--- config.mk ---
export PLATFORM = sky130hd
export DESIGN_NAME = fsgr_regs
export DESIGN_NICKNAME = d
export VERILOG_FILES = /design/src/hdl/fsgr_pkg.sv /design/src/hdl/fsgr_regs.sv
export VERILOG_INCLUDE_DIRS = /design/src /design/src/hdl
export SDC_FILE = /design/constraint.sdc
export NUM_CORES = 2
export LEC_CHECK = 0
export ABC_AREA = 0
export ABC_CLOCK_PERIOD_IN_PS = 10500
export BUFFER_PORTS_ARGS = -buffer_cell sky130_fd_sc_hd__buf_2
export CORE_MARGIN = 2
export CORE_UTILIZATION = 35
export DETAILED_ROUTE_END_ITERATION = 6
export GPL_ROUTABILITY_DRIVEN = 0
export PLACE_DENSITY = 0.54
export SLEW_MARGIN = 30
export SYNTH_ARGS = -nofsm -noshare
export SYNTH_HDL_FRONTEND = slang
export SYNTH_SLANG_ARGS = --single-unit
--- constraint.sdc ---
create_clock -name REF_CLK -period 10.5 [get_ports REF_CLK]
set_clock_uncertainty 0.2 [all_clocks]
set_input_delay 1.05 -clock REF_CLK [delete_from_list [all_inputs] [get_ports REF_CLK]]
set_output_delay 1.05 -clock REF_CLK [all_outputs]
set_load 0.01 [all_outputs]
--- src/hdl/fsgr_consts.svh ---
`ifndef FSGR_CONSTS_SVH
`define FSGR_CONSTS_SVH

// register indices; byte address is four times the index
`define FSGR_IDX_FAULT_CTRL 6'h04
`define FSGR_IDX_POS_STAT   6'h12
`define FSGR_IDX_NEG_STAT   6'h13
`define FSGR_IDX_GPIO       6'h14

// reset values
`define FSGR_RST_CTRL 3'h0
`define FSGR_RST_STAT 8'h00
`define FSGR_RST_GPIO 8'h0f

// field positions
`define FSGR_THR_MSB  7
`define FSGR_THR_LSB  5
`define FSGR_DATA_MSB 7
`define FSGR_DATA_LSB 4
`define FSGR_DIR_MSB  3
`define FSGR_DIR_LSB  0

// threshold levels in per mille of full scale
`define FSGR_FULL_PERMILLE 32'h3e8
`define FSGR_HI_0 32'h3b6
`define FSGR_HI_1 32'h39d
`define FSGR_HI_2 32'h384
`define FSGR_HI_3 32'h36b
`define FSGR_HI_4 32'h352
`define FSGR_HI_5 32'h320
`define FSGR_HI_6 32'h2ee
`define FSGR_HI_7 32'h2bc
`define FSGR_LO_0 32'h032
`define FSGR_LO_1 32'h04b
`define FSGR_LO_2 32'h064
`define FSGR_LO_3 32'h07d
`define FSGR_LO_4 32'h096
`define FSGR_LO_5 32'h0c8
`define FSGR_LO_6 32'h0fa
`define FSGR_LO_7 32'h12c

`endif

--- src/hdl/fsgr_pkg.sv ---
package fsgr_pkg;

	typedef struct packed {
		logic [7:0] pos_stat;
		logic [7:0] neg_stat;
		logic [2:0] thr_sel;
		logic [3:0] pin_data;
		logic [3:0] pin_dir;
		logic [3:0] pin_sync1;
		logic [3:0] pin_sync2;
		logic       ack;
		logic [7:0] rdata;
	} fsgr_state_s;

endpackage

--- src/hdl/fsgr_regs.sv ---
// Overview of operation
// - positive fault status at index 12h
// - negative fault status at index 13h
// - bit n reports channel n
// - status registers read-only, reset to zero
// - flags compare inputs against selected threshold
// - threshold code picks high/low level pair
// - gpio register resets to 0Fh
// - data field reads actual pin levels
// - pin already output before the write drives written data bit
// - pin that was input before the write ignores data bit writes
// - direction bit zero output, one input
// - each direction bit governs one pin
`timescale 1ns/1ps
`include "fsgr_consts.svh"

module fsgr_regs #(
	parameter int CH = 8,
	parameter int LW = 12
) (
	input  wire logic                    REF_CLK,
	input  wire logic                    NRST,
	input  wire logic [7:0]              AVS_ADDRESS,
	input  wire logic                    AVS_READ,
	input  wire logic                    AVS_WRITE,
	input  wire logic [3:0]              AVS_BYTEENABLE,
	input  wire logic [31:0]             AVS_WRITEDATA,
	output logic      [31:0]             AVS_READDATA,
	output logic                         AVS_WAITREQUEST,
	input  wire logic [CH-1:0][LW-1:0]   POS_LEVEL,
	input  wire logic [CH-1:0][LW-1:0]   NEG_LEVEL,
	input  wire logic [3:0]              GPIO_IN,
	output logic      [3:0]              GPIO_OUT,
	output logic      [3:0]              GPIO_OE
);

	//----------------------------------------------------------------
	// parameter checks
	//----------------------------------------------------------------
	if (CH < 1 || CH > 8) begin : g_bad_ch
		$error("CH must be 1 to 8");
	end
	if (LW < 2 || LW > 16) begin : g_bad_lw
		$error("LW must be 2 to 16");
	end

	localparam fsgr_pkg::fsgr_state_s RST = '{
		pos_stat:  `FSGR_RST_STAT,
		neg_stat:  `FSGR_RST_STAT,
		thr_sel:   `FSGR_RST_CTRL,
		pin_data:  4'(`FSGR_RST_GPIO >> `FSGR_DATA_LSB),
		pin_dir:   4'(`FSGR_RST_GPIO),
		pin_sync1: 4'h0,
		pin_sync2: 4'h0,
		ack:       1'b0,
		rdata:     8'h00
	};

	fsgr_pkg::fsgr_state_s s_q;
	fsgr_pkg::fsgr_state_s s_d;

	//----------------------------------------------------------------
	// functions
	//----------------------------------------------------------------
	function automatic logic hit(input logic [7:0] addr, input logic [5:0] idx);
		hit = (addr == {idx, 2'b00});
	endfunction

	function automatic logic [31:0] hi_pm(input logic [2:0] code);
		case (code)
			3'h0: hi_pm = `FSGR_HI_0;
			3'h1: hi_pm = `FSGR_HI_1;
			3'h2: hi_pm = `FSGR_HI_2;
			3'h3: hi_pm = `FSGR_HI_3;
			3'h4: hi_pm = `FSGR_HI_4;
			3'h5: hi_pm = `FSGR_HI_5;
			3'h6: hi_pm = `FSGR_HI_6;
			default: hi_pm = `FSGR_HI_7;
		endcase
	endfunction

	function automatic logic [31:0] lo_pm(input logic [2:0] code);
		case (code)
			3'h0: lo_pm = `FSGR_LO_0;
			3'h1: lo_pm = `FSGR_LO_1;
			3'h2: lo_pm = `FSGR_LO_2;
			3'h3: lo_pm = `FSGR_LO_3;
			3'h4: lo_pm = `FSGR_LO_4;
			3'h5: lo_pm = `FSGR_LO_5;
			3'h6: lo_pm = `FSGR_LO_6;
			default: lo_pm = `FSGR_LO_7;
		endcase
	endfunction

	// out of range: above the high-side or below the low-side level
	function automatic logic oor(input logic [LW-1:0] lvl, input logic [2:0] code);
		logic [31:0] scaled;
		logic [31:0] fs;
		scaled = 32'(lvl) * `FSGR_FULL_PERMILLE;
		fs     = 32'((33'h1 << LW) - 33'h1);
		oor    = (scaled > hi_pm(code) * fs) || (scaled < lo_pm(code) * fs);
	endfunction

	//----------------------------------------------------------------
	// next state
	//----------------------------------------------------------------
	logic req;
	logic wr_acc;
	logic [7:0] wb;

	always_comb
	begin
		s_d    = s_q;
		req    = AVS_READ | AVS_WRITE;
		wr_acc = AVS_WRITE & s_q.ack & AVS_BYTEENABLE[0];
		wb     = AVS_WRITEDATA[7:0];
		s_d.ack = req & ~s_q.ack;
		// comparator flags, registered every cycle without latching
		for (int i = 0; i < 8; i++)
		begin
			s_d.pos_stat[i] = (i < CH) ? oor(POS_LEVEL[i % CH], s_q.thr_sel) : 1'b0;
			s_d.neg_stat[i] = (i < CH) ? oor(NEG_LEVEL[i % CH], s_q.thr_sel) : 1'b0;
		end
		s_d.pin_sync1 = GPIO_IN;
		s_d.pin_sync2 = s_q.pin_sync1;
		if (req & ~s_q.ack)
		begin
			if (hit(AVS_ADDRESS, `FSGR_IDX_FAULT_CTRL))
				s_d.rdata = {s_q.thr_sel, 5'h00};
			else if (hit(AVS_ADDRESS, `FSGR_IDX_POS_STAT))
				s_d.rdata = s_q.pos_stat;
			else if (hit(AVS_ADDRESS, `FSGR_IDX_NEG_STAT))
				s_d.rdata = s_q.neg_stat;
			else if (hit(AVS_ADDRESS, `FSGR_IDX_GPIO))
				s_d.rdata = {s_q.pin_sync2, s_q.pin_dir};
			else
				s_d.rdata = 8'h00;
		end
		// status registers have no write path
		if (wr_acc && hit(AVS_ADDRESS, `FSGR_IDX_FAULT_CTRL))
			s_d.thr_sel = wb[`FSGR_THR_MSB:`FSGR_THR_LSB];
		if (wr_acc && hit(AVS_ADDRESS, `FSGR_IDX_GPIO))
		begin
			// data bits of input pins keep their value
			s_d.pin_data = (s_q.pin_data & s_q.pin_dir)
				| (wb[`FSGR_DATA_MSB:`FSGR_DATA_LSB] & ~s_q.pin_dir);
			s_d.pin_dir = wb[`FSGR_DIR_MSB:`FSGR_DIR_LSB];
		end
	end

	always_ff @(posedge REF_CLK)
	begin
		if (!NRST)
			s_q <= RST;
		else
			s_q <= s_d;
	end

	//----------------------------------------------------------------
	// outputs
	//----------------------------------------------------------------
	assign AVS_WAITREQUEST = req & ~s_q.ack;
	assign AVS_READDATA    = {24'h000000, s_q.rdata};
	assign GPIO_OUT        = s_q.pin_data;
	assign GPIO_OE         = ~s_q.pin_dir;

	//----------------------------------------------------------------
	// assertions
	//----------------------------------------------------------------
	localparam logic [7:0] A_POS  = {`FSGR_IDX_POS_STAT, 2'b00};
	localparam logic [7:0] A_NEG  = {`FSGR_IDX_NEG_STAT, 2'b00};
	localparam logic [7:0] A_GPIO = {`FSGR_IDX_GPIO, 2'b00};
	localparam logic [7:0] A_CTRL = {`FSGR_IDX_FAULT_CTRL, 2'b00};
endmodule // fsgr_regs

==> impl_metrics.yaml <==
run_status:
  status: "finished clean"
global_routing:
  overflow: 0
  grt_first_pass_wirelength_um: 216000
  grt_pass1_vias: 38600
  track_usage_pct: 19.4
  grt_max_degree: 25
  antenna_found_initial: 18
final_layout:
  final_common_cell: "ha_1"
  fin_nets: 7558
  layout_common_cells: "ha_1 (1382), fa_1 (653), inv_1 (553)"
  fill_cells: 13800
  area_growth_pct: 8.60
  drive_above_1_share_pct: 7.50
  ff_latch_area_um2: 881
  final_cell_count_no_fill: 7081
  multiInputGateArea_um2: 45700
cts:
  htree_levels: 2
  numCtsBuffers: 5
  cts_resized: 0
  cts_setup_buffers: 0
  clkTransAtPathRegs_ps: 90
  cts.sinks: 44
  root_buffer: "clkbuf_16"
  cts_tree: "done"
  clk_latency_ps: 330
  hold_buffers: 0
  cts.path.max_buffers: 2
critical_path:
  path_buf_inv: 6
  critPathMaxFanout: 20
  cpLargestDelayFamily: "adder cells"
  cp-start-kind: "flip-flop"
  slowest_delay_ps: 590
  reg2reg_from: "s_q[27]"
  cp.required_ps: 10530
  cp-startpoint: "s_q[27]"
  cp_slowest_cell: "a311oi_2"
  worst_path_most_repeated_cell: "inv_1"
  worstSetupPathType: "flip-flop to flip-flop"
  cp_data_arrival_time_ps: 8810
  worstSetupEndpointType: "flip-flop"
die:
  initial_core_util_pct: 35.3
  core_region_area_um2: 137000
  std_cell_rows: 136
  die_w_um: 376
  ios: 285
  die_h_um: 376
  dieArea_um2: 142000
min_path:
  min_from: "s_d[12]"
  min_path_type: "flip-flop to flip-flop"
drt:
  final_antenna_net_count: 0
  totalWireLength_um: 135000
  avgViaCountPerCell: 5.30
  dr.pass1.iters: 6
  wire_per_inst_um: 19.0
  drt_iter0_markers: 1816
  num_vias: 37600
  post-route-drc-count: 0
logic_synthesis:
  synth_seq_area_share_pct: 1.82
  syn_avg_cell_area_um2: 9.68
  synth_top_flop_cell: "dfxtp_1"
  yosysWarnings: 0
  syn-instance-count: 5009
  synth_async_sr_flop_share_pct: 0
  netlist_area_um2: 48500
  synth-seq-cells: 44
  synth_edf_count: 0
  synth_cell_types: 90
placement:
  post-place-cells: 7065
  dp_hpwl_um: 116000
  io_buffer_count: 233
sta:
  clock.fmax_mhz: 114
  finalMaxSlewViolations: 0
  relSlewSlack_pct: 37.7
  hold_violations: 0
  fin_tns_setup_ps: 0
  fin_crit_ps: 8780
  setup_viol: 0
  min_period_over_period_pct: 83.6
  tightest_slew_ps: 908
  rsz0062_at_grt: "no"
power:
  peakVddDrop_uv: 152
  power_leakage_nw: 26.4
  p_per_area_nw_per_um2: 295
run:
  cap_violations: 0
sequential cells by signal (all words and copies together), names as in the netlist, named ones only:
signal,flops
s_q,28
AVS_READDATA,8
s_d,4
cells by family (layout without fill, tap and decap cells):
logic type	Yosys count	count (layout)	share of synthesized area, %
xor gates and xnor gates	293	293	5.40
adders and majority gates	2050	2050	62.9
other	2	49	0.0155
buffers and inverters	626	857	5.17
DFF	44	44	1.82
and+or+nand+nor	856	856	8.96
muxes	21	21	0.449
AOI/OAI and AO/OA	1117	1117	15.3
path summary, 6_finish.rpt:
| kind | cells past startpoint | slack, ps | to |
|---|---|---|---|
| worst min register to register | 1 | 240 | s_q[12] |
| worst min-delay path | 1 | 240 | s_q[12] |
| worst max register to register | 30 | 1720 | s_q[35] |
| worst max-delay path | 30 | 1720 | s_q[35] |
cells in the mapped netlist, drive strengths merged, types with 14 or more instances:
library cell | instances | area (um^2)
ha | 1383 | 17300
and2 | 30 | 188
o211ai | 20 | 150
a2111oi | 17 | 149
or3 | 18 | 113
nand4 | 62 | 388
xor2 | 56 | 490
nand2b | 32 | 200
o31ai | 27 | 216
nand3 | 111 | 556
nand2 | 153 | 577
or2 | 22 | 138
buf | 47 | 333
dfxtp | 44 | 881
inv | 556 | 2090
o31a | 16 | 140
nor2 | 201 | 757
and4 | 14 | 123
o21a | 47 | 353
a21o | 191 | 1430
xnor2 | 233 | 2040
clkbuf | 23 | 86.3
nor3 | 74 | 370
fa | 653 | 13100
maj3 | 14 | 140
and3 | 27 | 169
o21bai | 60 | 450
o21ai | 182 | 915
a31oi | 34 | 213
mux2i | 18 | 180
o41ai | 17 | 171
a211oi | 56 | 420
nor2b | 65 | 407
a21oi | 312 | 1580
through the flow:
stage,power (W),worst slack (ps),hold WS (ps),utilization [%],instance area [um^2]
2_1_floorplan,0.0115,2290,212,-,48700
3_3_place_gp,0.0149,1710,214,38.1,52400
3_5_place_dp,0.0152,1530,223,38.2,52500
4_1_cts,0.0155,1510,238,38.3,52600
5_1_grt,0.0176,1240,250,38.3,52700
6_report,0.0155,1720,236,38.3,52700
layout make-up:
cell class / count / area share, %
Timing Repair Buffer: 293 / 3.07
Antenna cell: 8 / 0.0380
Tap cell: 1794 / 4.26
Multi-Input combinational cell: 4378 / 86.7
Inverter: 556 / 3.96
Clock buffer: 5 / 0.238
Clock inverter: 3 / 0.0879
Sequential cell: 44 / 1.67
per-layer routing:
metal	global-route usage, %	wire length (um)	vias up
met2	31.1	59900	810
met4	4.26	3560	18
met1	27.5	64100	18100
li1	-	-	18400
met3	2.56	7150	183
met5	0	110	-
worst reg2reg max path, delay by kind of cell (launching register included):
kind | cells | cell delay, ps
AND/OR/NAND/NOR | 6 | 1250
AO/OA/AOI/OAI | 10 | 2430
flip-flops | 1 | 510
buffers and inverters | 6 | 980
adder cells (fa/ha/maj) | 6 | 2550
XOR/XNOR | 2 | 780
power breakdown:
part	total [W]	switching (W)	internal (W)
combinational	0.0151	0.00860	0.00650
sequential	0.000219	0.0000180	0.000201
clock	0.000211	0.0000968	0.000114
total	0.0155	0.00871	0.00681
No activity file was read; power rests on OpenSTA's default activity.
